$ cat config.mk
export PLATFORM = sky130hd
export DESIGN_NAME = vector_stack_unit
export DESIGN_NICKNAME = d
export VERILOG_FILES = /design/src/verilog/vector_stack_pkg.sv /design/src/verilog/vector_stack_unit.sv /design/src/verilog/priority_picker.sv
export VERILOG_INCLUDE_DIRS = /design/src /design/src/verilog
export SDC_FILE = /design/constraint.sdc
export NUM_CORES = 1
export LEC_CHECK = 0
export BUFFER_PORTS_ARGS = -buffer_cell sky130_fd_sc_hd__buf_2
export CORE_MARGIN = 2
export CORE_UTILIZATION = 30
export CTS_CLUSTER_DIAMETER = 100
export DETAILED_ROUTE_END_ITERATION = 8
export GPL_TIMING_DRIVEN = 0
export MAX_ROUTING_LAYER = met4
export SLEW_MARGIN = 20
export SYNTH_ARGS = -nofsm -noshare
export SYNTH_HDL_FRONTEND = slang
export SYNTH_SLANG_ARGS = --single-unit
$ cat constraint.sdc
create_clock -name clk_sys_i -period 4.4 [get_ports clk_sys_i]
set_input_delay 0 -clock clk_sys_i [delete_from_list [all_inputs] [get_ports clk_sys_i]]
set_output_delay 0 -clock clk_sys_i [all_outputs]
set_load 0.02 [all_outputs]
$ cat src/verilog/vector_stack_map.svh
// address map, vector table and reset values for the vector and stack unit
// assumes a 16-bit address space and an 8-bit data path
`ifndef VECTOR_STACK_MAP_SVH
`define VECTOR_STACK_MAP_SVH
`define VEC_TABLE_BASE 16'hffcc
`define VEC_TABLE_TOP 16'hffff
`define VEC_RESET_HI 16'hfffe
`define VEC_SWI_HI 16'hfffc
`define VEC_EXT_PIN_HI 16'hfffa
`define VEC_SYNTH_HI 16'hfff8
`define VEC_T1_CH0_HI 16'hfff6
`define VEC_T1_CH1_HI 16'hfff4
`define VEC_T1_OVF_HI 16'hfff2
`define VEC_ADC_HI 16'hffde
`define VEC_TBASE_HI 16'hffdc
`define VEC_CAN_WAKE_HI 16'hffda
`define VEC_CAN_ERR_HI 16'hffd8
`define VEC_CAN_RX_HI 16'hffd6
`define VEC_CAN_TX_HI 16'hffd4
`define WDOG_SERVICE_ADDR 16'hffff
`define SP_RESET 16'h00ff
`define IRQ_FRAME_BYTES 3'h5
`define CALL_FRAME_BYTES 3'h2
// software registers of the unit itself
`define REG_STATUS 8'h00
`define REG_MASK 8'h01
`define REG_SP_HI 8'h02
`define REG_SP_LO 8'h03
`define REG_VEC_HI 8'h04
`define REG_VEC_LO 8'h05
`define NUM_SOURCES 24
`endif

$ cat src/verilog/vector_stack_pkg.sv
// types shared by the vector and stack unit
// assumes vector_stack_map.svh is available on the include path
package vector_stack_pkg;
	typedef struct packed {
		logic [7:0] ccr;
		logic [7:0] acc;
		logic [7:0] idx_lo;
		logic [15:0] pc;
	} cpu_context_t;

	typedef struct packed {
		logic we;
		logic [15:0] addr;
		logic [7:0] data;
	} mem_write_t;

	typedef enum logic [3:0] {
		ST_IDLE = 4'b0001,
		ST_PUSH = 4'b0010,
		ST_FETCH = 4'b0100,
		ST_DONE = 4'b1000
	} seq_state_t;
endpackage

$ cat src/verilog/vector_stack_unit.sv
// exception entry: vector resolution, context stacking, stack pointer,
// watchdog service location and a small register port
// assumes a synchronous vector ROM reader on the memory port and
// sources that hold their request until acknowledged
// Summary of operation
// RULE_01: two-byte vectors FFCC..FFFF, priority rises upward
// RULE_02: timer one ovf FFF2, ch1 FFF4, ch0 FFF6
// RULE_03: converter FFDE, timebase FFDC one step below
// RULE_04: CAN wake FFDA, err FFD8, rx FFD6, tx FFD4
// RULE_05: trap FFFC, pin FFFA, synthesiser FFF8
// RULE_06: push five context bytes before handler
// RULE_07: upper index byte never stacked
// RULE_08: call pushes two-byte return address
// RULE_09: push decrements, pull increments stack pointer
// RULE_10: stack pointer is sixteen bits
// RULE_11: stack pointer resets to 00FF
// RULE_12: any write to FFFF clears watchdog counter
// RULE_13: read of FFFF gives reset vector low; a read during ST_FETCH is ignored and cpu_rdata_o keeps its old value
// RULE_14: highest pending first, high then low byte
//
// The strobed register port was left to the implementer.
`timescale 1ns/1ps
`default_nettype none
`include "vector_stack_map.svh"
module vector_stack_unit
	import vector_stack_pkg::*;
#(
	parameter int N_SRC = `NUM_SOURCES
) (
	input wire logic clk_sys_i,
	input wire logic nrst_i,
	// sources, index 0 lowest (timer_module_two ch5) .. 23 highest (external pin)
	input wire logic [N_SRC-1:0] src_req_i,
	input wire logic swi_i,
	input wire logic call_i,
	input wire logic pull_i,
	input wire cpu_context_t ctx_i,
	input wire logic [15:0] ret_addr_i,
	output logic busy_o,
	output logic entry_valid_o,
	output logic [15:0] handler_addr_o,
	output logic [4:0] ack_idx_o,
	output logic ack_o,
	// memory side
	output mem_write_t mem_wr_o,
	output logic [15:0] vec_rd_addr_o,
	input wire logic [7:0] vec_rd_data_i,
	output logic [15:0] sp_o,
	// cpu bus window on FFFF
	input wire logic [15:0] cpu_addr_i,
	input wire logic cpu_we_i,
	input wire logic cpu_re_i,
	output logic [7:0] cpu_rdata_o,
	output logic wdog_clear_o,
	// register port
	input wire logic [7:0] reg_addr_i,
	input wire logic [7:0] reg_wdata_i,
	input wire logic reg_we_i,
	input wire logic reg_re_i,
	output logic [7:0] reg_rdata_o,
	output logic irq_o
);
	seq_state_t state_ff, nxt_state;
	logic [15:0] sp_ff; // [RULE_10]
	logic [2:0] cnt_ff;
	logic [39:0] frame_ff;
	logic [2:0] frame_len_ff;
	logic is_irq_ff;
	logic [4:0] idx_ff;
	logic [15:0] vec_ff;
	logic byte_sel_ff;
	logic [7:0] vec_hi_ff;
	logic [15:0] handler_ff;
	logic entry_ff;
	logic [7:0] status_ff;
	logic [7:0] mask_ff;
	logic rd_pend_ff;
	logic [7:0] cpu_rdata_ff;
	logic [7:0] reg_rdata_ff;
	logic any_req;
	logic [4:0] pick_idx;
	logic start;
	logic [2:0] ev;
	logic is_trap_ff;
	logic wd_rd, wd_rd_ff;

	// table is linear, so index order and address order rank alike
	function automatic logic [15:0] vec_of(input logic [4:0] idx);
		return `VEC_TABLE_BASE + {10'h000, idx, 1'b0}; // [RULE_01] [RULE_02] [RULE_03] [RULE_04]
	endfunction

	priority_picker #(
		.N(N_SRC)
	) u_pick (
		.req_i(src_req_i),
		.any_o(any_req),
		.idx_o(pick_idx)
	);

	assign start = (state_ff == ST_IDLE) && !entry_ff && (swi_i || any_req || call_i);

	always_comb
	begin
		nxt_state = state_ff;
		case (state_ff)
			ST_IDLE:
			begin
				if (start)
				begin
					nxt_state = ST_PUSH;
				end
			end
			ST_PUSH:
			begin
				if (cnt_ff == frame_len_ff - 3'h1)
				begin
					nxt_state = is_irq_ff ? ST_FETCH : ST_DONE;
				end
			end
			ST_FETCH:
			begin
				if (byte_sel_ff && rd_pend_ff)
				begin
					nxt_state = ST_DONE;
				end
			end
			ST_DONE:
			begin
				nxt_state = ST_IDLE;
			end
			default:
			begin
				nxt_state = ST_IDLE;
			end
		endcase
	end

	always_ff @(posedge clk_sys_i or negedge nrst_i)
	begin
		if (!nrst_i)
		begin
			state_ff <= ST_IDLE;
			entry_ff <= 1'b0;
		end
		else
		begin
			state_ff <= nxt_state;
			entry_ff <= (state_ff == ST_DONE) && is_irq_ff;
		end
	end

	// capture the frame; trap beats sources, sources beat a call
	always_ff @(posedge clk_sys_i or negedge nrst_i)
	begin
		if (!nrst_i)
		begin
			frame_ff <= 40'h0;
			frame_len_ff <= 3'h0;
			is_irq_ff <= 1'b0;
			idx_ff <= 5'h00;
			vec_ff <= 16'h0000;
			cnt_ff <= 3'h0;
			is_trap_ff <= 1'b0;
		end
		else if (start)
		begin
			cnt_ff <= 3'h0;
			is_trap_ff <= swi_i;
			if (swi_i || any_req)
			begin
				// pc lo, pc hi, idx lo, acc, ccr; upper index omitted
				frame_ff <= {ctx_i.ccr, ctx_i.acc, ctx_i.idx_lo, ctx_i.pc}; // [RULE_06] [RULE_07]
				frame_len_ff <= `IRQ_FRAME_BYTES; // [RULE_06]
				is_irq_ff <= 1'b1;
				idx_ff <= pick_idx;
				vec_ff <= swi_i ? `VEC_SWI_HI : vec_of(pick_idx); // [RULE_05] [RULE_14]
			end
			else
			begin
				frame_ff <= {24'h000000, ret_addr_i}; // [RULE_08]
				frame_len_ff <= `CALL_FRAME_BYTES; // [RULE_08]
				is_irq_ff <= 1'b0;
			end
		end
		else if (state_ff == ST_PUSH)
		begin
			cnt_ff <= cnt_ff + 3'h1;
			frame_ff <= {8'h00, frame_ff[39:8]};
		end
	end

	always_ff @(posedge clk_sys_i or negedge nrst_i)
	begin
		if (!nrst_i)
		begin
			sp_ff <= `SP_RESET; // [RULE_11]
		end
		else if (state_ff == ST_PUSH)
		begin
			sp_ff <= sp_ff - 16'h0001; // [RULE_09]
		end
		else if (state_ff == ST_IDLE && !start && pull_i)
		begin
			sp_ff <= sp_ff + 16'h0001; // [RULE_09]
		end
	end

	always_ff @(posedge clk_sys_i or negedge nrst_i)
	begin
		if (!nrst_i)
		begin
			mem_wr_o <= '0;
		end
		else
		begin
			mem_wr_o.we <= (state_ff == ST_PUSH);
			mem_wr_o.addr <= sp_ff;
			mem_wr_o.data <= frame_ff[7:0];
		end
	end

	// vector fetch: high byte first, then low
	always_ff @(posedge clk_sys_i or negedge nrst_i)
	begin
		if (!nrst_i)
		begin
			byte_sel_ff <= 1'b0;
			rd_pend_ff <= 1'b0;
			vec_hi_ff <= 8'h00;
			handler_ff <= 16'h0000;
		end
		else if (state_ff == ST_FETCH)
		begin
			rd_pend_ff <= ~rd_pend_ff;
			if (rd_pend_ff)
			begin
				if (!byte_sel_ff)
				begin
					vec_hi_ff <= vec_rd_data_i;
					byte_sel_ff <= 1'b1;
				end
				else
				begin
					handler_ff <= {vec_hi_ff, vec_rd_data_i}; // [RULE_14]
					byte_sel_ff <= 1'b0;
				end
			end
		end
		else
		begin
			byte_sel_ff <= 1'b0;
			rd_pend_ff <= 1'b0;
		end
	end

	// a read of the service location borrows the rom port, but never mid-fetch
	assign vec_rd_addr_o = wd_rd ? `WDOG_SERVICE_ADDR : vec_ff | {15'h0000, byte_sel_ff}; // [RULE_13]

	assign entry_valid_o = entry_ff;
	assign handler_addr_o = handler_ff;
	assign ack_o = entry_ff && !is_trap_ff;
	assign ack_idx_o = idx_ff;
	assign busy_o = (state_ff != ST_IDLE);
	assign sp_o = sp_ff;

	// watchdog service: write clears, read outside ST_FETCH returns reset vector low
	assign wdog_clear_o = cpu_we_i && (cpu_addr_i == `WDOG_SERVICE_ADDR); // [RULE_12]
	assign wd_rd = cpu_re_i && (cpu_addr_i == `WDOG_SERVICE_ADDR) && (state_ff != ST_FETCH);

	always_ff @(posedge clk_sys_i or negedge nrst_i)
	begin
		if (!nrst_i)
		begin
			cpu_rdata_ff <= 8'h00;
			wd_rd_ff <= 1'b0;
		end
		else
		begin
			wd_rd_ff <= wd_rd;
			if (wd_rd_ff)
			begin
				cpu_rdata_ff <= vec_rd_data_i; // [RULE_13]
			end
		end
	end
	assign cpu_rdata_o = cpu_rdata_ff;

	// events: entry taken, call stacked, watchdog serviced
	assign ev = {wdog_clear_o, (state_ff == ST_DONE) && !is_irq_ff, entry_ff};

	// set wins over a write-one clear in the same cycle
	always_ff @(posedge clk_sys_i or negedge nrst_i)
	begin
		if (!nrst_i)
		begin
			status_ff <= 8'h00;
			mask_ff <= 8'h00;
		end
		else
		begin
			if (reg_we_i && reg_addr_i == `REG_MASK)
			begin
				mask_ff <= reg_wdata_i;
			end
			if (reg_we_i && reg_addr_i == `REG_STATUS)
			begin
				status_ff <= (status_ff & ~reg_wdata_i) | {5'h00, ev};
			end
			else
			begin
				status_ff <= status_ff | {5'h00, ev};
			end
		end
	end

	assign irq_o = |(status_ff & mask_ff);

	always_ff @(posedge clk_sys_i or negedge nrst_i)
	begin
		if (!nrst_i)
		begin
			reg_rdata_ff <= 8'h00;
		end
		else if (reg_re_i)
		begin
			case (reg_addr_i)
				`REG_STATUS: reg_rdata_ff <= status_ff;
				`REG_MASK: reg_rdata_ff <= mask_ff;
				`REG_SP_HI: reg_rdata_ff <= sp_ff[15:8];
				`REG_SP_LO: reg_rdata_ff <= sp_ff[7:0];
				`REG_VEC_HI: reg_rdata_ff <= handler_ff[15:8];
				`REG_VEC_LO: reg_rdata_ff <= handler_ff[7:0];
				default: reg_rdata_ff <= 8'h00;
			endcase
		end
	end
	assign reg_rdata_o = reg_rdata_ff;
endmodule
`default_nettype wire

$ cat src/verilog/priority_picker.sv
// fixed-priority pick over the pending sources; higher index wins
// assumes sources are ordered so index 0 is the lowest priority
`timescale 1ns/1ps
`default_nettype none
module priority_picker #(
	parameter int N = 24
) (
	input wire logic [N-1:0] req_i,
	output logic any_o,
	output logic [4:0] idx_o
);
	always_comb
	begin
		idx_o = 5'h00;
		any_o = |req_i;
		for (int i = 0; i < N; i++)
		begin
			if (req_i[i])
			begin
				idx_o = 5'(i);
			end
		end
	end
endmodule
`default_nettype wire

==> impl_metrics.tcl <==
set metrics [dict create \
    drc 0 \
    crit_slowest_cell "nor4_1" \
    p_int_w 0.00287 \
    numCtsBuffers 17 \
    place_inst 1300 \
    swShare_pct 33.2 \
    cp-end-kind "flop" \
    skew_ns 0.0130 \
    cts_sinks 163 \
    seq_power_share_pct 43.0 \
    p_clk_share_pct 34.4 \
    ys_types 59 \
    setup_ws_ns 0.546 \
    cpPeakStageDelay_ns 0.85 \
    yosys.area.top_type "dfrtp_1" \
    cts_root_buffer "clkbuf_16" \
    netlist_top_cells_count "154 x dfrtp_1, 105 x nor2_1, 52 x mux2_2, 49 x nand2_1, 38 x o21ai_0" \
    async_flop_share_pct 100 \
    cts_tree "built" \
    clkTransAtPathRegs_ns 0.07 \
    synth_fp_nets 890 \
    postLayoutCoreUtil_pct 42.0 \
    maxSlewViolCount 0 \
    worstMarginPinSlew_ns 0.990 \
    io_buffers 225 \
    crit_required_ns 4.77 \
    die_w_um 165 \
    grt_max_degree 63 \
    grt_usage_pct 17.0 \
    synth-adder-area-share_pct 3.00 \
    hold_class "in -> reg" \
    postCtsSetupRepairBufs 0 \
    finalSetupTns_ns 0 \
    cts_resized 0 \
    h-tree-depth 4 \
    synthFlopType "dfrtp_1" \
    avgViaCountPerCell 4.84 \
    clk_latency_ns 0.44 \
    via_count 6768 \
    path_buf_inv 6 \
    netlist_instances 743 \
    ys_seq_area_share_pct 52.7 \
    synthMuxAreaShare_pct 7.68 \
    grt_pass1_vias 6486 \
    grt_pass1_wl_mm 34.8 \
    timing.final.crit_share_pct 87.6 \
    yosys.area_share.simple_pct 13.8 \
    cp_cell_sequence "dlygate4sd3_1 > buf_2 > nor4_2 > dlygate4sd3_1 > nand3_2 > nor4_1 > buf_2 > buf_2 > nor2_1 > a31oi_1 > dlygate4sd3_1 > o22ai_1 > nor2_1" \
    hold_violations 0 \
    place_ws_ns 0.629 \
    peakVddDrop_uv 307 \
    yosysMostFrequentCell "dfrtp_1" \
    fmax_mhz 259 \
    place_hpwl_mm 16.6 \
    wl_per_cell_um 16.1 \
    drt_first_pass_iters 4 \
    switchingPower_w 0.00142 \
    rows 58 \
    synth_edf_count 0 \
    antenna_found_initial 0 \
    drt_iter0_drc 427 \
    place_congestion 0.853 \
    netlist_area_mm2 0.00776 \
    layout-drive-gt1-share_pct 32.6 \
    synthTopCellsByArea "dfrtp_1 50%, mux2_2 7.5%, nor2_1 5.1%, dfstp_2 3.0%, ha_1 2.7%" \
    start_util_pct 30.7 \
    synth_top_area_share_pct 49.7 \
    pin_count 228 \
    cts_hold_buf 67 \
    syn_avg_cell_area_um2 10.4 \
    combinationalPowerShare_pct 22.6 \
    crit_type "in -> reg" \
    start_kind "primary input" \
    dieHeight_um 165 \
    rsz0062_at_grt "no" \
    setup_viol 0 \
    syn_to_final_growth_pct 36.8 \
    drt-total-wl_mm 22.5 \
    dieArea_mm2 0.0272 \
    powerDensity_mw_per_mm2 404 \
    core_mm2 0.0253 \
    crit_family "buffers and inverters" \
    ant_nets 0 \
    outcome "finished, final reports clean" \
    insertedDiodeCount 0 \
    max_cap_viol_count 0 \
    instances_no_fill 1399 \
    crit_fanout 10 \
    cts_buffer_depth 2 \
    final_nets 1203 \
    synth-compound-area-share_pct 16.3 \
    arrival_ns 4.23 \
    synth-seq-cells 163 \
    gr-total-overflow 0 \
    synth_xor_area_share_pct 2.26 \
    max_slew_margin_pct 33.5 \
    synth_top_family_by_area "compound AO/OA/AOI/OAI gates" \
    ys_warn_count 0 \
    p_leak_nw 5.19 \
    fin_crit_ns 3.85 \
]
==> cells by family after synthesis <==
logic type	Yosys count
muxes	53
adders and majority gates	18
AOI/OAI and AO/OA	198
and+or+nand+nor	223
DFF	163
buffers and inverters	68
xor gates and xnor gates	20
==> layout make-up <==
type | count | area [um2]
Fill cell | 2484 | 14600
Clock buffer | 17 | 425
Sequential cell | 163 | 4090
Inverter | 25 | 93.8
Buffer | 43 | 235
Multi-Input combinational cell | 512 | 3340
Tap cell | 330 | 413
Timing Repair Buffer | 294 | 1860
Clock inverter | 15 | 158
==> power by group through the flow <==
stage / Combinational [W] / Clock [W] / Sequential (W)
floorplan: 0.000373 / 0 / 0.00204
global placement: 0.000914 / 0 / 0.00188
detailed placement: 0.000932 / 0 / 0.00189
CTS: 0.000980 / 0.00151 / 0.00186
global route: 0.00107 / 0.00157 / 0.00188
finish: 0.000969 / 0.00148 / 0.00185
==> path summary, 6_finish.rpt <==
path	start	endpoint	slack, ns	depth (start not counted)
worst max-delay path	src_req_i[19]	frame_ff[11]$_DFFE_PN0P_	0.55	13
worst min-delay path	ctx_i[1]	frame_ff[1]$_DFFE_PN0P_	0.003	5
worst max register to register	state_ff[2]$_DFFE_PN0P_	sp_o[10]$_DFFE_PN0P_	0.66	10
worst min register to register	frame_ff[0]$_DFFE_PN0P_	mem_wr_o[0]$_DFF_PN0_	0.38	0
max in group asynchronous	nrst_i	state_ff[0]$_DFFE_PN1P_	3.65	3
min in group asynchronous	nrst_i	mem_wr_o[13]$_DFF_PN0_	0.06	2
==> worst register-to-register path: stages, from the launching register on <==
cell,delay (ns)
dfrtp_1,0.41
or4b_1,0.65
inv_1,0.69
ha_1,0.43
or4_1,0.47
o21ai_0,0.13
a21oi_1,0.11
a21o_1,0.20
a21oi_1,0.19
xnor2_1,0.09
mux2_2,0.25
==> layout by cell type, fill, tap and decap left out, types with 18 or more instances in the layout <==
master / count
a22o_1: 18
mux2_2: 52
a31oi_1: 28
a22oi_1: 20
nand2_1: 49
nor2_1: 105
a21oi_1: 35
dfrtp_1: 154
dlygate4sd3_1: 67
buf_2: 231
clkbuf_1: 21
o21ai_0: 38
inv_1: 25
==> metal layers <==
| layer | vias to the layer above | share of wire (%) | wire length, um | global-route usage [%] |
|---|---|---|---|---|
| met5 | - | 0 | 0 | - |
| met4 | 0 | 0.67 | 151 | 3.52 |
| met3 | 9 | 4.7 | 1060 | 3.24 |
| met2 | 184 | 48 | 10800 | 27.4 |
| met1 | 3287 | 47 | 10500 | 22.5 |
| li1 | 3288 | - | - | - |
==> flip-flops by register name (all words and copies together) (netlist names), 16 cells and up <==
register / cells
frame_ff: 40
mem_wr_o: 25
handler_addr_o: 16
sp_o: 16
==> through the flow <==
stage / hold slack [ns] / power (W) / area [um2]
after floorplan: -0.296 / 0.00241 / 7760
after global placement: 0.208 / 0.00279 / 9300
after detailed placement: -0.0656 / 0.00282 / 9360
after CTS: 0.00105 / 0.00435 / 10600
after global routing: 0.0343 / 0.00452 / 10600
final: 0.00274 / 0.00429 / 10600
No activity file was read; power rests on OpenSTA's default activity.
